`src/rtl/csm_pkg.sv`:
```
// shared register map, field positions, timing and state types for the measure control block
package csm_pkg;
   // register addresses on the serial register port
   localparam logic [7:0] ADDR_GAIN_DRIVE = 8'hb9;
   localparam logic [7:0] ADDR_NULLING = 8'hba;
   localparam logic [7:0] ADDR_TEMP_HI = 8'hd1;
   localparam logic [7:0] ADDR_TEMP_LO = 8'hd2;
   localparam logic [7:0] ADDR_TEMP_CTRL = 8'hd3;
   localparam logic [7:0] ADDR_INTEG = 8'hd9;
   localparam logic [7:0] ADDR_CHAN_SET = 8'hdb;
   localparam logic [7:0] ADDR_LED_CTRL = 8'hea;
   // reset values
   localparam logic [7:0] RST_GAIN_DRIVE = 8'h00;
   localparam logic [3:0] RST_NULL_REQ = 4'h0;
   localparam logic [3:0] RST_TEMP_SRC = 4'h0;
   localparam logic [7:0] RST_INTEG = 8'hff;
   localparam logic [9:0] RST_TEMP_RESULT = 10'h000;
   localparam logic [7:0] RD_ZERO = 8'h00;
   // field positions
   localparam int NULL_DONE_BIT = 7;
   localparam int NULL_REQ_MSB = 3;
   localparam int TEMP_FLAG_BIT = 7;
   localparam int TEMP_START_BIT = 5;
   localparam int TEMP_SRC_MSB = 3;
   localparam int CHAN_SET_BIT = 7;
   localparam int LED_CUR_MSB = 7;
   localparam int LED_CUR_LSB = 6;
   localparam int GAIN_MSB = 1;
   localparam int LED_ON_BIT = 2;
   localparam int TEMP_W = 10;
   localparam int TEMP_HI_LSB = 2;
   // conversion source codes
   localparam logic [3:0] SRC_CONVERT = 4'h4;
   localparam logic [3:0] SRC_IDLE = 4'h0;
   // integration step: 256 minus register value, each step 2.8 ms
   localparam logic [8:0] INTEG_FULL = 9'h100;
   localparam int CLK_MHZ = 200;
   localparam int INTEG_STEP_US = 2800;
   localparam int INTEG_STEP_CYCLES = INTEG_STEP_US * CLK_MHZ;
   // serial port state
   typedef enum logic [2:0] {
      CSM_IDLE, CSM_ADDR, CSM_ACK_ADDR, CSM_WBYTE, CSM_ACK_W, CSM_RBYTE, CSM_RACK
   } csm_ser_st_t;
   // write hit decode shared by every writable register
   function automatic logic wr_hit(input logic en, input logic [7:0] a, input logic [7:0] t);
      return en && (a == t);
   endfunction
endpackage

```
`src/rtl/csm_measure_ctrl.sv`:
```
// measure control registers: offset nulling, temperature conversion, gain, shutter drive, timing
//
// Functional notes
// - nulling done flag sets; written zero clears it
// - writing request bit starts that channel's nulling
// - request bits clear when done flag sets
// - temperature high register holds result bits 9:2
// - temperature low register holds result bits 1:0
// - conversion complete flag sets; written zero clears
// - start bit with convert source 0100 begins conversion; zero returns idle
// - channel set bit picks mode 0 or 1
// - drive current field limits shutter output current
// - gain field applies one gain to all channels
// - integration lasts 256 minus value steps of 2.8 ms
// - shutter on bit switches drive at chosen limit
`timescale 1ns/1ps
module csm_measure_ctrl import csm_pkg::*; #(
   parameter logic [6:0] DEV_ADDR = 7'h39, // arbitrary bus address
   parameter int STEP_CYCLES = INTEG_STEP_CYCLES,
   parameter int NULL_CYCLES = 64,
   parameter int CONV_CYCLES = 128
) (
   // clocking
   input wire logic clk,
   input wire logic reset,
   input wire logic ce,
   // serial register pins
   input wire logic scl_i,
   input wire logic sda_i,
   output logic sda_o,
   output logic sda_oe,
   // analog front end
   input wire logic [9:0] temp_sample,
   output logic [3:0] zero_request,
   output logic temp_conv_busy,
   output logic [1:0] gain_sel,
   output logic chan_set_mode,
   // shutter drive
   output logic shutter_led_output,
   output logic [1:0] shutter_led_current_limit,
   // integration timing
   input wire logic integ_start,
   output logic integ_active,
   output logic integ_done
);
   localparam int NW = $clog2(NULL_CYCLES + 1);
   localparam int CW = $clog2(CONV_CYCLES + 1);
   localparam int SW = $clog2(STEP_CYCLES + 1);

   logic wr_en;
   logic [7:0] wr_addr, wr_data, ptr, rd_data_r;
   logic [7:0] gain_drive_r, integ_len_r;
   logic chan_set_r, led_on_r;
   logic [3:0] null_req_r;
   logic null_done_r;
   logic [NW-1:0] null_cnt_r;
   logic null_fin;
   logic temp_flag_r, temp_start_r, conv_busy_r;
   logic [3:0] temp_src_r;
   logic [CW-1:0] conv_cnt_r;
   logic conv_fin;
   logic [TEMP_W-1:0] temp_result_word;
   logic [SW-1:0] pre_cnt_r;
   logic [8:0] steps_r;
   logic integ_active_r, integ_done_r;
   logic wr_gain, wr_null, wr_tctrl, wr_integ, wr_chan, wr_led;

   csm_ser_slave #(.DEV_ADDR(DEV_ADDR)) u_ser (
      .clk(clk),
      .reset(reset),
      .ce(ce),
      .scl_i(scl_i),
      .sda_i(sda_i),
      .sda_o(sda_o),
      .sda_oe(sda_oe),
      .wr_en(wr_en),
      .wr_addr(wr_addr),
      .wr_data(wr_data),
      .ptr(ptr),
      .rd_data(rd_data_r)
   );

   assign wr_gain = wr_hit(wr_en, wr_addr, ADDR_GAIN_DRIVE);
   assign wr_null = wr_hit(wr_en, wr_addr, ADDR_NULLING);
   assign wr_tctrl = wr_hit(wr_en, wr_addr, ADDR_TEMP_CTRL);
   assign wr_integ = wr_hit(wr_en, wr_addr, ADDR_INTEG);
   assign wr_chan = wr_hit(wr_en, wr_addr, ADDR_CHAN_SET);
   assign wr_led = wr_hit(wr_en, wr_addr, ADDR_LED_CTRL);

   // plain read/write settings; gain/drive stores all 8 bits, its reserved bits read back as zero
   always_ff @(posedge clk) begin
      if (reset) begin
         gain_drive_r <= RST_GAIN_DRIVE;
         integ_len_r <= RST_INTEG;
         chan_set_r <= 1'b0;
         led_on_r <= 1'b0;
      end else if (ce) begin
         if (wr_gain) begin
            gain_drive_r <= wr_data;
         end
         if (wr_integ) begin
            integ_len_r <= wr_data;
         end
         if (wr_chan) begin
            chan_set_r <= wr_data[CHAN_SET_BIT];
         end
         if (wr_led) begin
            led_on_r <= wr_data[LED_ON_BIT];
         end
      end
   end

   assign chan_set_mode = chan_set_r;
   assign gain_sel = gain_drive_r[GAIN_MSB:0];
   assign shutter_led_current_limit = gain_drive_r[LED_CUR_MSB:LED_CUR_LSB];
   assign shutter_led_output = led_on_r;

   // offset nulling: one shared run covers all requested channels
   assign null_fin = (null_req_r != RST_NULL_REQ) && (null_cnt_r == NW'(NULL_CYCLES - 1));
   always_ff @(posedge clk) begin
      if (reset) begin
         null_req_r <= RST_NULL_REQ;
         null_done_r <= 1'b0;
         null_cnt_r <= '0;
      end else if (ce) begin
         if (null_fin) begin
            null_req_r <= RST_NULL_REQ;
            null_cnt_r <= '0;
         end else begin
            if (wr_null) begin
               null_req_r <= wr_data[NULL_REQ_MSB:0];
            end
            if (null_req_r != RST_NULL_REQ) begin
               null_cnt_r <= null_cnt_r + NW'(1);
            end
         end
         // completion wins over a clearing write
         if (null_fin) begin
            null_done_r <= 1'b1;
         end else if (wr_null && !wr_data[NULL_DONE_BIT]) begin
            null_done_r <= 1'b0;
         end
      end
   end
   assign zero_request = null_req_r;

   // temperature converter; a result is taken from the front end at the end of the run
   assign conv_fin = conv_busy_r && (conv_cnt_r == CW'(CONV_CYCLES - 1));
   always_ff @(posedge clk) begin
      if (reset) begin
         temp_start_r <= 1'b0;
         temp_src_r <= RST_TEMP_SRC;
         conv_busy_r <= 1'b0;
         conv_cnt_r <= '0;
      end else if (ce) begin
         if (wr_tctrl) begin
            temp_start_r <= wr_data[TEMP_START_BIT];
            temp_src_r <= wr_data[TEMP_SRC_MSB:0];
            // start with convert source, zero aborts to idle
            conv_busy_r <= wr_data[TEMP_START_BIT] && (wr_data[TEMP_SRC_MSB:0] == SRC_CONVERT);
            conv_cnt_r <= '0;
         end else if (conv_fin) begin
            conv_busy_r <= 1'b0;
            conv_cnt_r <= '0;
         end else if (conv_busy_r) begin
            conv_cnt_r <= conv_cnt_r + CW'(1);
         end
      end
   end
   assign temp_conv_busy = conv_busy_r;

   always_ff @(posedge clk) begin
      if (reset) begin
         temp_flag_r <= 1'b0;
         temp_result_word <= RST_TEMP_RESULT;
      end else if (ce) begin
         // a write landing in the finishing cycle still keeps the finished result
         if (conv_fin) begin
            temp_result_word <= temp_sample;
         end
         if (conv_fin) begin
            temp_flag_r <= 1'b1;
         end else if (wr_tctrl && !wr_data[TEMP_FLAG_BIT]) begin
            temp_flag_r <= 1'b0;
         end
      end
   end

   always_ff @(posedge clk) begin
      if (reset) begin
         pre_cnt_r <= '0;
         steps_r <= '0;
         integ_active_r <= 1'b0;
         integ_done_r <= 1'b0;
      end else if (ce) begin
         integ_done_r <= 1'b0;
         if (integ_start && !integ_active_r) begin
            steps_r <= INTEG_FULL - {1'b0, integ_len_r};
            pre_cnt_r <= '0;
            integ_active_r <= 1'b1;
         end else if (integ_active_r) begin
            if (pre_cnt_r == SW'(STEP_CYCLES - 1)) begin
               pre_cnt_r <= '0;
               steps_r <= steps_r - 9'h001;
               if (steps_r == 9'h001) begin
                  integ_active_r <= 1'b0;
                  integ_done_r <= 1'b1;
               end
            end else begin
               pre_cnt_r <= pre_cnt_r + SW'(1);
            end
         end
      end
   end
   assign integ_active = integ_active_r;
   assign integ_done = integ_done_r;

   // read mux registered; the port samples it well after the pointer settles
   always_ff @(posedge clk) begin
      if (reset) begin
         rd_data_r <= RD_ZERO;
      end else if (ce) begin
         case (ptr)
            ADDR_GAIN_DRIVE: rd_data_r <= {gain_drive_r[LED_CUR_MSB:LED_CUR_LSB], 4'h0,
                                           gain_drive_r[GAIN_MSB:0]};
            ADDR_NULLING: rd_data_r <= {null_done_r, 3'h0, null_req_r};
            ADDR_TEMP_HI: rd_data_r <= temp_result_word[TEMP_W-1:TEMP_HI_LSB];
            ADDR_TEMP_LO: rd_data_r <= {6'h00, temp_result_word[TEMP_HI_LSB-1:0]};
            ADDR_TEMP_CTRL: rd_data_r <= {temp_flag_r, 1'b0, temp_start_r, 1'b0, temp_src_r};
            ADDR_INTEG: rd_data_r <= integ_len_r;
            ADDR_CHAN_SET: rd_data_r <= {chan_set_r, 7'h00};
            ADDR_LED_CTRL: rd_data_r <= {5'h00, led_on_r, 2'h0};
            default: rd_data_r <= RD_ZERO;
         endcase
      end
   end
endmodule

```
`src/rtl/csm_ser_slave.sv`:
```
// two-wire serial register port: address, register pointer, auto-increment reads and writes
`timescale 1ns/1ps
module csm_ser_slave import csm_pkg::*; #(
   parameter logic [6:0] DEV_ADDR = 7'h39
) (
   // clocking
   input wire logic clk,
   input wire logic reset,
   input wire logic ce,
   // pins
   input wire logic scl_i,
   input wire logic sda_i,
   output logic sda_o,
   output logic sda_oe,
   // register side
   output logic wr_en,
   output logic [7:0] wr_addr,
   output logic [7:0] wr_data,
   output logic [7:0] ptr,
   input wire logic [7:0] rd_data
);
   logic [1:0] scl_sy_r, sda_sy_r;
   logic scl_d_r, sda_d_r;
   csm_ser_st_t st_r;
   logic [7:0] sh_r;
   logic [3:0] cnt_r;
   logic rw_r, first_r;
   logic scl_rise, scl_fall, start_c, stop_c;
   localparam logic [3:0] BYTE_BITS = 4'h8;

   // two-stage sync; only the second stage feeds the edge and start/stop logic
   always_ff @(posedge clk) begin
      if (reset) begin
         scl_sy_r <= 2'h3;
         sda_sy_r <= 2'h3;
         scl_d_r <= 1'b1;
         sda_d_r <= 1'b1;
      end else if (ce) begin
         scl_sy_r <= {scl_sy_r[0], scl_i};
         sda_sy_r <= {sda_sy_r[0], sda_i};
         scl_d_r <= scl_sy_r[1];
         sda_d_r <= sda_sy_r[1];
      end
   end

   assign scl_rise = scl_sy_r[1] && !scl_d_r;
   assign scl_fall = !scl_sy_r[1] && scl_d_r;
   assign start_c = scl_sy_r[1] && scl_d_r && !sda_sy_r[1] && sda_d_r;
   assign stop_c = scl_sy_r[1] && scl_d_r && sda_sy_r[1] && !sda_d_r;
   assign sda_o = 1'b0;

   always_ff @(posedge clk) begin
      if (reset) begin
         st_r <= CSM_IDLE;
         sh_r <= 8'h00;
         cnt_r <= 4'h0;
         rw_r <= 1'b0;
         first_r <= 1'b0;
         sda_oe <= 1'b0;
         wr_en <= 1'b0;
         wr_addr <= 8'h00;
         wr_data <= 8'h00;
         ptr <= 8'h00;
      end else if (ce) begin
         wr_en <= 1'b0;
         if (start_c) begin
            st_r <= CSM_ADDR;
            cnt_r <= 4'h0;
            first_r <= 1'b1;
            sda_oe <= 1'b0;
         end else if (stop_c) begin
            st_r <= CSM_IDLE;
            sda_oe <= 1'b0;
         end else begin
            case (st_r)
               CSM_ADDR, CSM_WBYTE: begin
                  if (scl_rise) begin
                     sh_r <= {sh_r[6:0], sda_sy_r[1]};
                     cnt_r <= cnt_r + 4'h1;
                  end else if (scl_fall && cnt_r == BYTE_BITS) begin
                     cnt_r <= 4'h0;
                     if (st_r == CSM_ADDR) begin
                        // a foreign address leaves the bus alone until the next start
                        if (sh_r[7:1] == DEV_ADDR) begin
                           rw_r <= sh_r[0];
                           sda_oe <= 1'b1;
                           st_r <= CSM_ACK_ADDR;
                        end else begin
                           st_r <= CSM_IDLE;
                        end
                     end else begin
                        if (first_r) begin
                           ptr <= sh_r;
                           first_r <= 1'b0;
                        end else begin
                           wr_en <= 1'b1;
                           wr_addr <= ptr;
                           wr_data <= sh_r;
                           ptr <= ptr + 8'h01;
                        end
                        sda_oe <= 1'b1;
                        st_r <= CSM_ACK_W;
                     end
                  end
               end
               CSM_ACK_ADDR: begin
                  if (scl_fall) begin
                     if (rw_r) begin
                        sh_r <= rd_data;
                        sda_oe <= !rd_data[7];
                        st_r <= CSM_RBYTE;
                     end else begin
                        sda_oe <= 1'b0;
                        st_r <= CSM_WBYTE;
                     end
                  end
               end
               CSM_ACK_W: begin
                  if (scl_fall) begin
                     sda_oe <= 1'b0;
                     st_r <= CSM_WBYTE;
                  end
               end
               CSM_RBYTE: begin
                  if (scl_rise) begin
                     cnt_r <= cnt_r + 4'h1;
                  end else if (scl_fall) begin
                     if (cnt_r == BYTE_BITS) begin
                        sda_oe <= 1'b0;
                        cnt_r <= 4'h0;
                        st_r <= CSM_RACK;
                     end else begin
                        sh_r <= {sh_r[6:0], 1'b0};
                        sda_oe <= !sh_r[6];
                     end
                  end
               end
               CSM_RACK: begin
                  if (scl_rise) begin
                     if (sda_sy_r[1]) begin
                        st_r <= CSM_IDLE;
                     end else begin
                        ptr <= ptr + 8'h01;
                     end
                  end else if (scl_fall) begin
                     sh_r <= rd_data;
                     sda_oe <= !rd_data[7];
                     st_r <= CSM_RBYTE;
                  end
               end
               default: st_r <= CSM_IDLE;
            endcase
         end
      end
   end
endmodule
```
`config.mk`:
```
export PLATFORM = sky130hd
export DESIGN_NAME = csm_measure_ctrl
export DESIGN_NICKNAME = d
export VERILOG_FILES = /design/src/rtl/csm_pkg.sv /design/src/rtl/csm_measure_ctrl.sv /design/src/rtl/csm_ser_slave.sv
export SDC_FILE = /design/constraint.sdc
export NUM_CORES = 1
export LEC_CHECK = 0
export ABC_AREA = 1
export BUFFER_PORTS_ARGS = -buffer_cell sky130_fd_sc_hd__buf_2
export CAP_MARGIN = 20
export CORE_MARGIN = 3
export CORE_UTILIZATION = 45
export CTS_BUF_LIST = sky130_fd_sc_hd__clkbuf_8
export DETAILED_ROUTE_END_ITERATION = 7
export PLACE_DENSITY = 0.66
export SLEW_MARGIN = 20
export SYNTH_ARGS = -nofsm -noshare
export SYNTH_HDL_FRONTEND = slang
export SYNTH_SLANG_ARGS = --single-unit
```
`constraint.sdc`:
```
create_clock -name clk -period 1.8 [get_ports clk]
set_input_delay 0.09 -clock clk [delete_from_list [all_inputs] [get_ports clk]]
set_output_delay 0.09 -clock clk [all_outputs]
set_load 0.02 [all_outputs]
```
==> reports/qor.txt <==
Min Tclk post-route -> 1680 ps
Post-synth EDFFs -> 0
Clk pin slew, worst setup/hold paths -> 90 ps
Clock Latency Late Sink -> 460 ps
Final Net Count -> 1261
Fin. Hold Viols -> 0
Via density -> 5.15
Post-Syn Area -> 0.00758 sq mm
DRT Wirelength -> 19900 microns
Syn_nets -> 1194
Fraction of registers with async set or reset after synthesis -> 0%
Final WS setup -> 124 ps
Worst vdd ir -> 0.000620 V
Avg WL per Cell -> 13.7 microns
Synth cell count leaders -> 258 x nand2_1, 164 x nor2_1, 139 x dfxtp_1, 129 x inv_1, 112 x nand3_1
Largest net degree at the start of global routing -> 50
Top-count cell post-synth -> nand2_1
Max-slew violations -> 0
Critical path type -> register to register
CP Data Required Time -> 2150 ps
Power density cells -> 805 mW/mm^2
CP arrival -> 2030 ps
Setup TNS -> 0 ps
Register area -> 0.00279 sq mm
Overflow after GRT -> 0
Detail Placement HPWL -> 14600 microns
Flops & latches, synth -> 139
Synth Flop Type -> dfxtp_1
Number of buffers created by CTS -> 17
CP max FO -> 10
Top cell type by total area after synthesis -> dfxtp_1
HP Class -> primary input to register
I/O Buffers -> 29
Synthesized area per cell -> 6.51 sq um
Yosys cell types -> 43
Number of I/O pins -> 31
Leakage -> 3.67 nW
Post-route antenna net violation count -> 0
Layout fillers -> 1637
DR pass1 iterations -> 5
Starting Density -> 46.9%
Fin crit share -> 93.1%
Drt drc -> 0
Hold slack -> 29.0 ps
Fmax -> 597 MHz
Sinks on Clock Net -> 139
Outcome -> completed
Core Rows -> 46
Share of cells above drive strength 1 -> 13.3%
Seq/Total Area, Yosys -> 36.7%
Top cells by area, synth -> dfxtp_1 37%, nand2_1 13%, nor2_1 8.1%
Tot GR Track Use -> 22.3%
Root buffer cell -> clkbuf_8
Max Cap Violations -> 0
Vert. Die Dim -> 136 microns
Crit start category -> register
DIE WIDTH -> 136 microns
Vias in the first global route -> 6991
YS warnings -> 0
Critical path endpoint category -> register
Final Setup Violations -> 0
Initial antenna violation count -> 0
Die ar. -> 0.0184 sq mm
Antenna cells -> 0
Yosys top cell area share -> 36.7%
TritonCTS clock tree -> built
Place WS -> 49.8 ps
1st-iter DRT viols -> 535
Vias -> 7521
First-pass GRT wire length -> 33300 microns
Post-Synthesis Cells -> 1164
Area of the multi-input gates -> 0.00415 sq mm
Clk_skew -> 15.8 ps
Slew HR -> 65.9%
P&R area growth vs syn -> 15.9%
Post-CTS setup buffer count -> 0
Design area -> 0.00879 sq mm
Final weighted congestion of routability-driven global placement -> 0.916
Worst Tran Pin Value -> 511 ps
Post-Place Cell Area -> 0.00819 sq mm
Max clock buf depth -> 2
Core footprint -> 0.0162 sq mm
H-Tree Depth -> 4
[power by group]
part           internal, mW  switching (mW)  total [mW]
clock                  1.17            1.46        2.63
sequential             3.17           0.113        3.28
combinational         0.408           0.752        1.16
[per-layer routing]
| layer | share of wire, % | GRT usage (%) | vias to the layer above |
|---|---|---|---|
| met5 | 0 | 0 | - |
| met4 | 2.2 | 6.49 | 0 |
| met3 | 4.9 | 4.68 | 34 |
| met2 | 46 | 36.1 | 176 |
| met1 | 47 | 30.0 | 3390 |
| li1 | - | - | 3921 |
[flip-flops by register name (all words and copies together) (netlist names), 3 cells and up]
| name | count |
|---|---|
| u_ser.ptr | 8 |
| zero_request | 4 |
| temp_src_r | 4 |
| temp_result_word | 10 |
| integ_len_r | 8 |
| pre_cnt_r | 20 |
| null_cnt_r | 7 |
| rd_data_r | 8 |
| u_ser.wr_data | 8 |
| u_ser.st_r | 3 |
| conv_cnt_r | 8 |
| steps_r | 9 |
| u_ser.cnt_r | 4 |
| gain_drive_r | 4 |
| u_ser.wr_addr | 8 |
| u_ser.sh_r | 8 |
[cells in the final DEF (no fill, tap or decap), types with 21 or more instances in the layout]
cell / count
nand3_1: 111
dfxtp_1: 135
o21ai_0: 79
nor3_1: 25
nand4_1: 21
buf_4: 44
inv_1: 126
a21oi_1: 89
buf_2: 29
nand2_1: 257
nor2_1: 156
[timing repair]
action / in CTS / in global routing
resized for setup: 0 / 28
setup endpoints to repair: 0 / 65
hold buffers: 13 / 0
hold endpoints to repair: 13 / 0
[final cells by class]
cell class | instances | area share [%]
multi-input combinational | 848 | 47.2
sequential | 139 | 31.7
timing repair buffer | 89 | 7.58
inverter | 136 | 5.85
tap | 216 | 3.08
clock buffer | 17 | 2.66
clock inverter | 15 | 1.92
[per-stage QoR]
stage          cells  power (mW)  utilization, %
2_1_floorplan   1164        4.15               -
3_3_place_gp    1415        4.45            50.7
3_5_place_dp    1415        4.45            50.7
4_1_cts         1460        7.10            54.0
5_1_grt         1460        7.43            54.3
6_report        1460        7.07            54.3
[final timing paths]
check / cells after the start / startpoint / end / slack (ps)
min: 3 / reset / u_ser.scl_sy_r[0]$_SDFFE_PP1P_ / 30
max: 10 / u_ser.st_r[0]$_SDFFE_PP0P_ / u_ser.sh_r[7]$_SDFFE_PP0P_ / 120
min reg2reg: 2 / temp_src_r[3]$_SDFFE_PP0P_ / temp_src_r[3]$_SDFFE_PP0P_ / 460
max reg2reg: 10 / u_ser.st_r[0]$_SDFFE_PP0P_ / u_ser.sh_r[7]$_SDFFE_PP0P_ / 120
[kinds of logic (layout without fill, tap and decap cells)]
group	after synthesis	in the layout	synth area share (%)
flops	139	139	36.7
fa+ha+maj	14	14	2.31
other cells	1	1	0.0495
simple gates	615	615	35.6
xor+xnor	14	14	1.62
buf+inv	177	257	9.46
compound gates	204	204	14.3
[worst max-delay path: stages (launching register included)]
cell and delay (ps):
dfxtp_1 470, buf_4 200, nand3_4 130, nor2_1 170, inv_1 50, nand3_1 80, nor2_2 60, nand2_4 120
clkinv_2 120, nor2_1 110, nor2_1 60
Power figures use the tool's default switching activity.
